==> src/verilog/rfad_map.vh <==
`ifndef RFAD_MAP_VH
`define RFAD_MAP_VH

// Register byte offsets on the AXI4-Lite bus.
`define RFAD_REG_CTRL      8'h00
`define RFAD_REG_STATUS    8'h04
`define RFAD_REG_IRQ_STAT  8'h08
`define RFAD_REG_IRQ_MASK  8'h0c
`define RFAD_REG_STATE     8'h10

// Control bits.
`define RFAD_CTRL_WIP      0
`define RFAD_CTRL_PFAIL    1
`define RFAD_CTRL_LFAIL    2

// Interrupt status and mask bits.
`define RFAD_IRQ_DONE      0
`define RFAD_IRQ_NVM       1
`define RFAD_IRQ_ERR       2
`define RFAD_IRQ_DROP      3

// Tag states.
`define RFAD_ST_READY      2'h0
`define RFAD_ST_SELECTED   2'h1
`define RFAD_ST_QUIET      2'h2

// Command codes.
`define RFAD_CMD_RTR       8'h26
`define RFAD_CMD_WAFI      8'h27
`define RFAD_CMD_LAFI      8'h28
`define RFAD_CMD_WDSFID    8'h29
`define RFAD_CMD_LDSFID    8'h2a

// Error codes.
`define RFAD_E_OPTION      8'h03
`define RFAD_E_RELOCK      8'h11
`define RFAD_E_LOCKED      8'h12
`define RFAD_E_PROG        8'h13
`define RFAD_E_LOCK        8'h14

// Request flag positions and response flag values.
`define RFAD_FLAG_ADDR     5
`define RFAD_FLAG_OPT      6
`define RFAD_RSP_OK        8'h00
`define RFAD_RSP_ERR       8'h01

// CRC16 with reflected polynomial, preset and good residue.
`define RFAD_CRC_INIT      16'hffff
`define RFAD_CRC_POLY      16'h8408
`define RFAD_CRC_RESIDUE   16'hf0b8

// Reset values of the nonvolatile bytes.
`define RFAD_AFI_RESET     8'h00
`define RFAD_DSFID_RESET   8'h00

// Timing, times in ns, rounded up to whole cycles of the 50 MHz clock.
`define RFAD_CLK_MHZ       50
`define RFAD_NOMINAL_RESPONSE_DELAY_NS      320900
`define RFAD_WT_STEP_NS    302000
`define RFAD_WT_STEPS      18
`define RFAD_WT_NS         (`RFAD_NOMINAL_RESPONSE_DELAY_NS + `RFAD_WT_STEPS * `RFAD_WT_STEP_NS)
`define RFAD_NOMINAL_RESPONSE_DELAY_CYC     ((`RFAD_NOMINAL_RESPONSE_DELAY_NS * `RFAD_CLK_MHZ + 999) / 1000)
`define RFAD_WT_CYC        ((`RFAD_WT_NS * `RFAD_CLK_MHZ + 999) / 1000)

`endif

==> src/verilog/rfad_cmd_handler.v <==
// Chosen here: the register addresses and the AXI4-Lite register port.
`timescale 1ns/10ps
`default_nettype none
`include "rfad_map.vh"
// What this block does
// - Reset to Ready moves tag to Ready.
// - Addressed request answers only matching UID.
// - Unsupported option on Reset reports 03h.
// - Request: flags, command, UID, parameter, CRC.
// - Success response: flags and CRC only.
// - Error response: flags, error code, CRC.
// - Write AFI programs the AFI byte.
// - Write refused 12h locked, 13h failed.
// - Lock AFI locks AFI for good.
// - Lock refused 11h relock, 14h failed.
// - Write DSFID programs the DSFID byte.
// - Lock DSFID locks DSFID for good.
// - Busy mode: pin low SOF to response end.
// - Write mode: pin released for Reset.
// - Write mode: pin low during write cycle.
module rfad_cmd_handler #(
	parameter integer RESP_DELAY_CYC = `RFAD_NOMINAL_RESPONSE_DELAY_CYC,
	parameter integer WRITE_CYC      = `RFAD_WT_CYC,
	// Arbitrary UID value, replace per device.
	parameter [63:0]  TAG_UID        = 64'h0123456789abcdef
)(
	// Clock and reset
	input  wire        aclk,
	input  wire        aresetn,
	// AXI4-Lite slave
	input  wire [7:0]  s_axi_awaddr,
	input  wire        s_axi_awvalid,
	output wire        s_axi_awready,
	input  wire [31:0] s_axi_wdata,
	input  wire [3:0]  s_axi_wstrb,
	input  wire        s_axi_wvalid,
	output wire        s_axi_wready,
	output reg  [1:0]  s_axi_bresp,
	output reg         s_axi_bvalid,
	input  wire        s_axi_bready,
	input  wire [7:0]  s_axi_araddr,
	input  wire        s_axi_arvalid,
	output wire        s_axi_arready,
	output reg  [31:0] s_axi_rdata,
	output reg  [1:0]  s_axi_rresp,
	output reg         s_axi_rvalid,
	input  wire        s_axi_rready,
	// RF link
	input  wire        rf_link_clk,
	input  wire        rf_rx_frame,
	input  wire        rf_rx_data,
	output reg         rf_tx_frame,
	output reg         rf_tx_data,
	// Activity pin and interrupt
	output wire        rf_activity_pin_o,
	output reg         rf_activity_pin_oe,
	output wire        irq
);

localparam [1:0] ST_IDLE = 2'd0;
localparam [1:0] ST_RX   = 2'd1;
localparam [1:0] ST_WAIT = 2'd2;
localparam [1:0] ST_TX   = 2'd3;
localparam [31:0] RD32   = RESP_DELAY_CYC;
localparam [31:0] WC32   = WRITE_CYC;

function [15:0] crc_byte;
	input [15:0] c;
	input [7:0]  d;
	integer      k;
	reg   [15:0] r;
	begin
		r = c ^ {8'h00, d};
		for (k = 0; k < 8; k = k + 1)
			r = r[0] ? ((r >> 1) ^ `RFAD_CRC_POLY) : (r >> 1);
		crc_byte = r;
	end
endfunction

reg  [1:0]  st;
reg  [2:0]  s_clk;
reg  [2:0]  s_frm;
reg  [1:0]  s_dat;
reg  [2:0]  bit_cnt;
reg  [3:0]  byte_cnt;
reg  [7:0]  sh;
reg  [15:0] crc;
reg  [19:0] wait_cnt;
reg  [7:0]  p_cmd;
reg  [7:0]  p_par;
reg  [7:0]  p_err;
reg         p_long;
reg  [31:0] tx_sh;
reg  [5:0]  tx_left;
reg  [7:0]  rq_err;
reg  [2:0]  ctrl;
reg  [3:0]  irq_stat;
reg  [3:0]  irq_mask;
reg  [1:0]  tag_state;
reg  [7:0]  afi;
reg  [7:0]  dsfid;
reg         afi_lock;
reg         ds_lock;
reg         aw_hold;
reg  [7:0]  aw_addr;
reg         w_hold;
reg  [31:0] w_data;
reg  [3:0]  w_strb;
reg  [31:0] rd_val;
reg         rd_ok;

// Only the second and third stages are looked at; the first may be metastable.
wire lrise = s_clk[1] & ~s_clk[2];
wire lfall = ~s_clk[1] & s_clk[2];
wire sof   = s_frm[1] & ~s_frm[2];
wire eof   = ~s_frm[1] & s_frm[2];

always @(posedge aclk)
begin
	if (!aresetn)
	begin
		s_clk <= 3'h0;
		s_frm <= 3'h0;
		s_dat <= 2'h0;
	end
	else
	begin
		s_clk <= {s_clk[1:0], rf_link_clk};
		s_frm <= {s_frm[1:0], rf_rx_frame};
		s_dat <= {s_dat[0], rf_rx_data};
	end
end

// Bits arrive least significant first, sampled on the link clock's rising edge.
wire       bit_in    = (st == ST_RX) && lrise && s_frm[1];
wire       byte_done = bit_in && (bit_cnt == 3'd7);
wire [7:0] byte_val  = {s_dat[1], sh[7:1]};
wire [95:0] rxf;

genvar gi;
generate
	for (gi = 0; gi < 12; gi = gi + 1)
	begin : g_rxb
		localparam integer IDX = gi;
		reg [7:0] b;
		always @(posedge aclk)
		begin
			if (!aresetn)
				b <= 8'h00;
			else if (byte_done && {28'h0, byte_cnt} == IDX)
				b <= byte_val;
		end
		assign rxf[gi*8 +: 8] = b;
	end
endgenerate

wire [7:0]  rq_flags = rxf[7:0];
wire [7:0]  rq_cmd   = rxf[15:8];
wire [63:0] rq_uid   = rxf[79:16];
wire        rq_addr  = rq_flags[`RFAD_FLAG_ADDR];
wire        rq_opt   = rq_flags[`RFAD_FLAG_OPT];
wire [7:0]  rq_par   = rq_addr ? rxf[87:80] : rxf[23:16];
wire        has_par  = (rq_cmd == `RFAD_CMD_WAFI) || (rq_cmd == `RFAD_CMD_WDSFID);
wire        known    = (rq_cmd >= `RFAD_CMD_RTR) && (rq_cmd <= `RFAD_CMD_LDSFID);
wire [3:0]  exp_len  = 4'd4 + (rq_addr ? 4'd8 : 4'd0) + {3'd0, has_par};
wire        uid_ok   = !rq_addr || (rq_uid == TAG_UID);
wire        frame_ok = (bit_cnt == 3'd0) && (byte_cnt == exp_len) &&
                       (crc == `RFAD_CRC_RESIDUE) && known && uid_ok;

always @*
begin
	rq_err = 8'h00;
	case (rq_cmd)
		`RFAD_CMD_RTR:
			rq_err = rq_opt ? `RFAD_E_OPTION : 8'h00;
		`RFAD_CMD_WAFI:
			rq_err = afi_lock ? `RFAD_E_LOCKED :
			         ctrl[`RFAD_CTRL_PFAIL] ? `RFAD_E_PROG : 8'h00;
		`RFAD_CMD_LAFI:
			rq_err = afi_lock ? `RFAD_E_RELOCK :
			         ctrl[`RFAD_CTRL_LFAIL] ? `RFAD_E_LOCK : 8'h00;
		`RFAD_CMD_WDSFID:
			rq_err = ds_lock ? `RFAD_E_LOCKED :
			         ctrl[`RFAD_CTRL_PFAIL] ? `RFAD_E_PROG : 8'h00;
		`RFAD_CMD_LDSFID:
			rq_err = ds_lock ? `RFAD_E_RELOCK :
			         ctrl[`RFAD_CTRL_LFAIL] ? `RFAD_E_LOCK : 8'h00;
		default:
			rq_err = 8'h00;
	endcase
end

// A locked byte is refused at once; every other write or lock runs the full cycle.
wire rq_long = (rq_cmd != `RFAD_CMD_RTR) && (rq_err != `RFAD_E_LOCKED) &&
               (rq_err != `RFAD_E_RELOCK);

wire        commit = (st == ST_WAIT) && (wait_cnt == 20'd1);
wire        p_ok   = (p_err == 8'h00);
wire [15:0] c_fl   = crc_byte(`RFAD_CRC_INIT, p_ok ? `RFAD_RSP_OK : `RFAD_RSP_ERR);
wire [15:0] c_all  = ~(p_ok ? c_fl : crc_byte(c_fl, p_err));

always @(posedge aclk)
begin
	if (!aresetn)
	begin
		st          <= ST_IDLE;
		bit_cnt     <= 3'd0;
		byte_cnt    <= 4'd0;
		sh          <= 8'h00;
		crc         <= `RFAD_CRC_INIT;
		wait_cnt    <= 20'd0;
		p_cmd       <= 8'h00;
		p_par       <= 8'h00;
		p_err       <= 8'h00;
		p_long      <= 1'b0;
		tx_sh       <= 32'h0;
		tx_left     <= 6'd0;
		rf_tx_frame <= 1'b0;
		rf_tx_data  <= 1'b0;
	end
	else
	begin
		case (st)
			ST_IDLE:
			begin
				if (sof)
				begin
					st       <= ST_RX;
					bit_cnt  <= 3'd0;
					byte_cnt <= 4'd0;
					crc      <= `RFAD_CRC_INIT;
				end
			end
			ST_RX:
			begin
				if (bit_in)
				begin
					sh      <= byte_val;
					bit_cnt <= bit_cnt + 3'd1;
					if (byte_done)
					begin
						crc <= crc_byte(crc, byte_val);
						if (byte_cnt != 4'hf)
							byte_cnt <= byte_cnt + 4'd1;
					end
				end
				if (eof)
				begin
					if (frame_ok)
					begin
						st       <= ST_WAIT;
						p_cmd    <= rq_cmd;
						p_par    <= rq_par;
						p_err    <= rq_err;
						p_long   <= rq_long;
						wait_cnt <= rq_long ? WC32[19:0] : RD32[19:0];
					end
					else
						st <= ST_IDLE;
				end
			end
			ST_WAIT:
			begin
				wait_cnt <= wait_cnt - 20'd1;
				if (commit)
				begin
					st <= ST_TX;
					if (p_ok)
					begin
						tx_sh   <= {8'h00, c_all, `RFAD_RSP_OK};
						tx_left <= 6'd24;
					end
					else
					begin
						tx_sh   <= {c_all, p_err, `RFAD_RSP_ERR};
						tx_left <= 6'd32;
					end
				end
			end
			ST_TX:
			begin
				// Response bits change on the falling link edge for the reader to sample.
				if (lfall)
				begin
					if (tx_left == 6'd0)
					begin
						rf_tx_frame <= 1'b0;
						rf_tx_data  <= 1'b0;
						st          <= ST_IDLE;
					end
					else
					begin
						rf_tx_frame <= 1'b1;
						rf_tx_data  <= tx_sh[0];
						tx_sh       <= {1'b0, tx_sh[31:1]};
						tx_left     <= tx_left - 6'd1;
					end
				end
			end
			default:
				st <= ST_IDLE;
		endcase
	end
end

// Nonvolatile bytes change only at the end of a successful write cycle.
always @(posedge aclk)
begin
	if (!aresetn)
	begin
		afi      <= `RFAD_AFI_RESET;
		dsfid    <= `RFAD_DSFID_RESET;
		afi_lock <= 1'b0;
		ds_lock  <= 1'b0;
	end
	else if (commit && p_ok)
	begin
		case (p_cmd)
			`RFAD_CMD_WAFI:
				afi <= p_par;
			`RFAD_CMD_LAFI:
				afi_lock <= 1'b1;
			`RFAD_CMD_WDSFID:
				dsfid <= p_par;
			`RFAD_CMD_LDSFID:
				ds_lock <= 1'b1;
			default:
				afi <= afi;
		endcase
	end
end

// Pin is open drain: it is only ever pulled low.
assign rf_activity_pin_o = 1'b0;

always @(posedge aclk)
begin
	if (!aresetn)
		rf_activity_pin_oe <= 1'b0;
	else if (ctrl[`RFAD_CTRL_WIP])
		rf_activity_pin_oe <= (st == ST_WAIT) && p_long;
	else
		rf_activity_pin_oe <= (st != ST_IDLE);
end

// AXI4-Lite write path: address and data are taken in either order.
assign s_axi_awready = !aw_hold;
assign s_axi_wready  = !w_hold;
assign s_axi_arready = !s_axi_rvalid;

wire do_wr  = aw_hold && w_hold && !s_axi_bvalid;
wire wr_b0  = do_wr && w_strb[0];
wire wr_map = (aw_addr == `RFAD_REG_CTRL) || (aw_addr == `RFAD_REG_IRQ_STAT) ||
              (aw_addr == `RFAD_REG_IRQ_MASK) || (aw_addr == `RFAD_REG_STATE);

always @(posedge aclk)
begin
	if (!aresetn)
	begin
		aw_hold      <= 1'b0;
		aw_addr      <= 8'h00;
		w_hold       <= 1'b0;
		w_data       <= 32'h0;
		w_strb       <= 4'h0;
		s_axi_bvalid <= 1'b0;
		s_axi_bresp  <= 2'h0;
		ctrl         <= 3'h0;
		irq_mask     <= 4'h0;
	end
	else
	begin
		if (s_axi_awvalid && !aw_hold)
		begin
			aw_hold <= 1'b1;
			aw_addr <= s_axi_awaddr;
		end
		if (s_axi_wvalid && !w_hold)
		begin
			w_hold <= 1'b1;
			w_data <= s_axi_wdata;
			w_strb <= s_axi_wstrb;
		end
		if (do_wr)
		begin
			aw_hold      <= 1'b0;
			w_hold       <= 1'b0;
			s_axi_bvalid <= 1'b1;
			s_axi_bresp  <= wr_map ? 2'h0 : 2'h2;
		end
		else if (s_axi_bvalid && s_axi_bready)
			s_axi_bvalid <= 1'b0;
		if (wr_b0 && aw_addr == `RFAD_REG_CTRL)
			ctrl <= w_data[2:0];
		if (wr_b0 && aw_addr == `RFAD_REG_IRQ_MASK)
			irq_mask <= w_data[3:0];
	end
end

// Software may force a state; a completed Reset to Ready overrides it.
always @(posedge aclk)
begin
	if (!aresetn)
		tag_state <= `RFAD_ST_READY;
	else if (commit && p_ok && p_cmd == `RFAD_CMD_RTR)
		tag_state <= `RFAD_ST_READY;
	else if (wr_b0 && aw_addr == `RFAD_REG_STATE)
		tag_state <= w_data[1:0];
end

wire [3:0] ev;
assign ev[`RFAD_IRQ_DONE] = (st == ST_TX) && lfall && (tx_left == 6'd0);
assign ev[`RFAD_IRQ_NVM]  = commit && p_ok && (p_cmd != `RFAD_CMD_RTR);
assign ev[`RFAD_IRQ_ERR]  = commit && !p_ok;
assign ev[`RFAD_IRQ_DROP] = (st == ST_RX) && eof && !frame_ok;

// An event in the same cycle as its write-one-to-clear survives.
always @(posedge aclk)
begin
	if (!aresetn)
		irq_stat <= 4'h0;
	else if (wr_b0 && aw_addr == `RFAD_REG_IRQ_STAT)
		irq_stat <= (irq_stat & ~w_data[3:0]) | ev;
	else
		irq_stat <= irq_stat | ev;
end

assign irq = |(irq_stat & irq_mask);

always @*
begin
	rd_ok  = 1'b1;
	rd_val = 32'h0;
	case (s_axi_araddr)
		`RFAD_REG_CTRL:
			rd_val = {29'h0, ctrl};
		`RFAD_REG_STATUS:
			rd_val = {7'h0, (st != ST_IDLE), dsfid, afi, 4'h0, ds_lock, afi_lock, tag_state};
		`RFAD_REG_IRQ_STAT:
			rd_val = {28'h0, irq_stat};
		`RFAD_REG_IRQ_MASK:
			rd_val = {28'h0, irq_mask};
		`RFAD_REG_STATE:
			rd_val = {30'h0, tag_state};
		default:
			rd_ok = 1'b0;
	endcase
end

always @(posedge aclk)
begin
	if (!aresetn)
	begin
		s_axi_rvalid <= 1'b0;
		s_axi_rdata  <= 32'h0;
		s_axi_rresp  <= 2'h0;
	end
	else if (s_axi_arvalid && !s_axi_rvalid)
	begin
		s_axi_rvalid <= 1'b1;
		s_axi_rdata  <= rd_val;
		s_axi_rresp  <= rd_ok ? 2'h0 : 2'h2;
	end
	else if (s_axi_rvalid && s_axi_rready)
		s_axi_rvalid <= 1'b0;
end

endmodule
`default_nettype wire

==> config.mk <==
export PLATFORM = sky130hd
export DESIGN_NAME = rfad_cmd_handler
export DESIGN_NICKNAME = d
export VERILOG_FILES = /design/src/verilog/rfad_cmd_handler.v
export VERILOG_INCLUDE_DIRS = /design/src /design/src/verilog
export SDC_FILE = /design/constraint.sdc
export NUM_CORES = 1
export LEC_CHECK = 0
export BUFFER_PORTS_ARGS = -buffer_cell sky130_fd_sc_hd__clkbuf_2
export CAP_MARGIN = 0
export CORE_UTILIZATION = 30
export DETAILED_ROUTE_END_ITERATION = 8
export PLACE_DENSITY = 0.53
export SYNTH_ARGS = -nofsm -noshare
export SYNTH_HDL_FRONTEND = slang
export SYNTH_SLANG_ARGS = --single-unit
==> constraint.sdc <==
create_clock -name aclk -period 6.45 [get_ports aclk]
set_input_delay 1.935 -clock aclk [delete_from_list [all_inputs] [get_ports aclk]]
set_output_delay 1.935 -clock aclk [all_outputs]
set_load 0.05 [all_outputs]
==> metrics.md <==
| Metric | Value |
|---|---|
| Grt met3 use | `0.03108` |
| Std cell rows | `72` |
| CP Cell Sequence | `clkbuf_2 > or4_1 > nor3_1 > and4_1 > o21ai_0 > a21oi_1` |
| DP Wirelength | `18270 µm` |
| Clock transition at path regs | `0.06 ns` |
| Post_cts resized | `0` |
| Post-CTS Setup Inserts | `0` |
| Total global-route track usage | `0.1429` |
| Most frequent cell after synthesis | `dfxtp_1` |
| Syn avg cell area | `9.017 µm²` |
| Leakage power | `5.154 nW` |
| Vias in the first global route | `8605` |
| CP Capture Type | `flip-flop` |
| CTS sink count | `274` |
| Seq/Total Area, Yosys | `0.4654` |
| PortBufs | `62` |
| Post-synthesis cell area | `11790 µm²` |
| Area fraction of the dominant cell type after synthesis | `0.4654` |
| Hold Path Class | `flip-flop to flip-flop` |
| Final net count | `1404` |
| Synth top area cells | `dfxtp_1 47%, mux2i_1 11%, nor2_1 6.6%` |
| Fraction of layout cells with a size suffix above 1 | `0.1153` |
| Global routing's busiest layer | `met2` |
| Worst-Margin Slew | `1.030 ns` |
| CTS Buf Count | `34` |
| Status | `finished, final reports clean` |
| Max Transition Viols Final | `0` |
| Hold path depth | `1` |
| Seq cells post-synth | `274` |
| Max Clock Freq | `274.6 MHz` |
| Synth area leader | `dfxtp_1` |
| Setup TNS | `0 ns` |
| Worst-Skew Late Latency | `0.52 ns` |
| Max-Slew Margin vs Limit | `0.3118` |
| H-tree levels | `2` |
| Die Area | `40080 µm²` |
| Crit share post-route | `0.5646` |
| Clock Path Buffers | `3` |
| Worst hold margin | `0.4386 ns` |
| CP arrival | `4.09 ns` |
| Diode count | `0` |
| Synth top cells by count | `274 x dfxtp_1, 207 x nor2_1, 127 x mux2i_1, 106 x nand2_1` |
| I/O Pins | `108` |
| Global-route wire length before repair | `46820 µm` |
| Routed WL | `28640 µm` |
| DR pass1 iterations | `6` |
| Slowest CP cell | `and4_1` |
| WS Path Type | `primary input to flip-flop` |
| Routed vias/inst | `4.859` |
| Distinct cells, synth | `71` |
| Post-route minimum period | `3.641 ns` |
| Slowest stage delay, CP | `0.79 ns` |
| Final setup viols | `0` |
| Power Total | `3.794 mW` |
| Fin. Hold Viols | `0` |
| Worst EP required | `6.90 ns` |
| Antenna Nets Post-Route | `0` |
| Core footprint | `38740 µm²` |
| Met2 Use GR | `0.2272` |
| Die W | `200.2 µm` |
| Skew final | `0.02093 ns` |
| Pin count of the biggest net entering global routing | `125` |
| Die height | `200.2 µm` |
| Initial antenna violation count | `0` |
| DRT iter0 DRCs | `536` |
| Post-synth ARST share | `0` |
| Vias | `9091` |
| CTS tree | `built` |
| Gp weighted congestion | `0.7803` |
| DR WL/cell | `15.31 µm` |
| Drt drc | `0` |
| Ys flop type | `dfxtp_1` |
| Yosys warning count | `0` |
| Number of synthesized flops with an enable pin | `0` |
| CTS root buf | `clkbuf_16` |
| Cts hold-fix bufs | `0` |
| Maximum fanout along the worst path | `17` |
| Reg2Reg Depth | `7` |
| PwrDens | `279.7 nW/µm²` |
| Met1 Use GR | `0.1943` |
| Startpoint types | `primary input` |
| Area Growth Syn to Fin | `15.11%` |
| Worst VDD drop | `183.7 µV` |
| Post-Synthesis Cells | `1307` |
| RSZ-0062 raised after global routing | `no` |
| Starting density of the core | `0.3042` |
| Total grt overflow | `0` |
| Max_cap viols | `0` |
-- sequential cells by signal, indices dropped and copies added (netlist names), 4 cells and up --
name,flops
tx_sh,31
p_err,4
byte_cnt,4
p_par,8
s_axi_rdata,21
crc,16
irq_mask,4
tx_left,6
afi,8
w_data,4
sh,7
aw_addr,8
p_cmd,8
wait_cnt,20
irq_stat,4
g_rxb.b,82
dsfid,8
-- layout make-up --
cell class                 instances  area (µm²)
fill                            4038       25170
multi-input combinational        917        5763
sequential                       274        5485
clock buffer                      45       963.4
tap                              518       648.1
timing repair buffer              72       385.4
clock inverter                    15       202.7
inverter                          30       117.6
-- power breakdown --
| part | internal (mW) | switching, mW | total [mW] |
|---|---|---|---|
| Sequential | 1.70 | 0.00906 | 1.71 |
| Clock | 1.22 | 0.742 | 1.96 |
| Combinational | 0.0285 | 0.0943 | 0.123 |
-- per-stage QoR --
stage          setup slack (ns)  cells  instance area, µm²  utilization
2_1_floorplan             2.796   1320               11830            -
3_3_place_gp              2.188   1811               12400       0.3201
3_5_place_dp              2.211   1811               12400       0.3201
4_1_cts                   2.768   1871               13570       0.3502
5_1_grt                   2.518   1871               13570       0.3502
6_report                  2.809   1871               13570       0.3502
-- kinds of logic after synthesis --
logic type | synth area share
AND/OR/NAND/NOR | 0.2113
flip-flops | 0.4654
AO/OA/AOI/OAI | 0.1208
multiplexers | 0.1107
buffers and inverters | 0.05011
XOR/XNOR | 0.02750
adder cells (fa/ha/maj) | 0.01380
other | 0.0003182
-- final timing paths --
path | slack (ns) | from | to
max | 2.81 | s_axi_araddr[1] | s_axi_rdata[24]$_SDFFE_PN0P_
min | 0.44 | s_clk[0]$_SDFF_PN0_ | s_clk[1]$_SDFF_PN0_
max reg2reg | 3.00 | st[1]$_SDFFE_PN0P_ | g_rxb[10].b[1]$_SDFFE_PN0P_
min reg2reg | 0.44 | s_clk[0]$_SDFF_PN0_ | s_clk[1]$_SDFF_PN0_
-- routing by layer --
metal / vias up / wire length [µm]
met5: - / 0
met4: 0 / 547
met3: 34 / 1204
met2: 129 / 12930
met1: 4348 / 13960
li1: 4580 / -
-- worst max-delay path: cells and delay by family --
family                 cells  cell delay [ns]
AND/OR/NAND/NOR            3             1.63
AO/OA/AOI/OAI              2             0.43
buffers and inverters      1             0.07
-- cell usage in the layout, fill, tap and decap left out, types with 7 or more instances in the layout --
| cell type | synthesis | layout |
|---|---|---|
| clkbuf_16 | 0 | 35 |
| nor4_1 | 11 | 11 |
| o211ai_1 | 9 | 9 |
| buf_4 | 18 | 10 |
| a31oi_1 | 11 | 11 |
| a22oi_1 | 24 | 24 |
| nand2_1 | 106 | 106 |
| nor4b_1 | 7 | 7 |
| xor2_1 | 12 | 12 |
| dfxtp_1 | 274 | 274 |
| o22ai_1 | 10 | 10 |
| nand4_1 | 14 | 14 |
| mux2i_1 | 127 | 127 |
| nor4bb_1 | 8 | 8 |
| a21oi_1 | 70 | 70 |
| nand2b_1 | 9 | 9 |
| and3_1 | 16 | 16 |
| ha_1 | 13 | 13 |
| clkinv_2 | 0 | 7 |
| nor2_1 | 207 | 207 |
| inv_1 | 29 | 29 |
| o21ai_0 | 34 | 34 |
| clkbuf_2 | 0 | 62 |
| or3_1 | 9 | 9 |
| a211oi_1 | 10 | 10 |
| xnor2_1 | 25 | 25 |
| a211oi_2 | 11 | 11 |
| nor2b_1 | 12 | 12 |
| nand3_1 | 41 | 41 |
| nor3_1 | 20 | 19 |
| conb_1 | 1 | 14 |
| and2_1 | 13 | 13 |
Power figures use the tool's default switching activity.
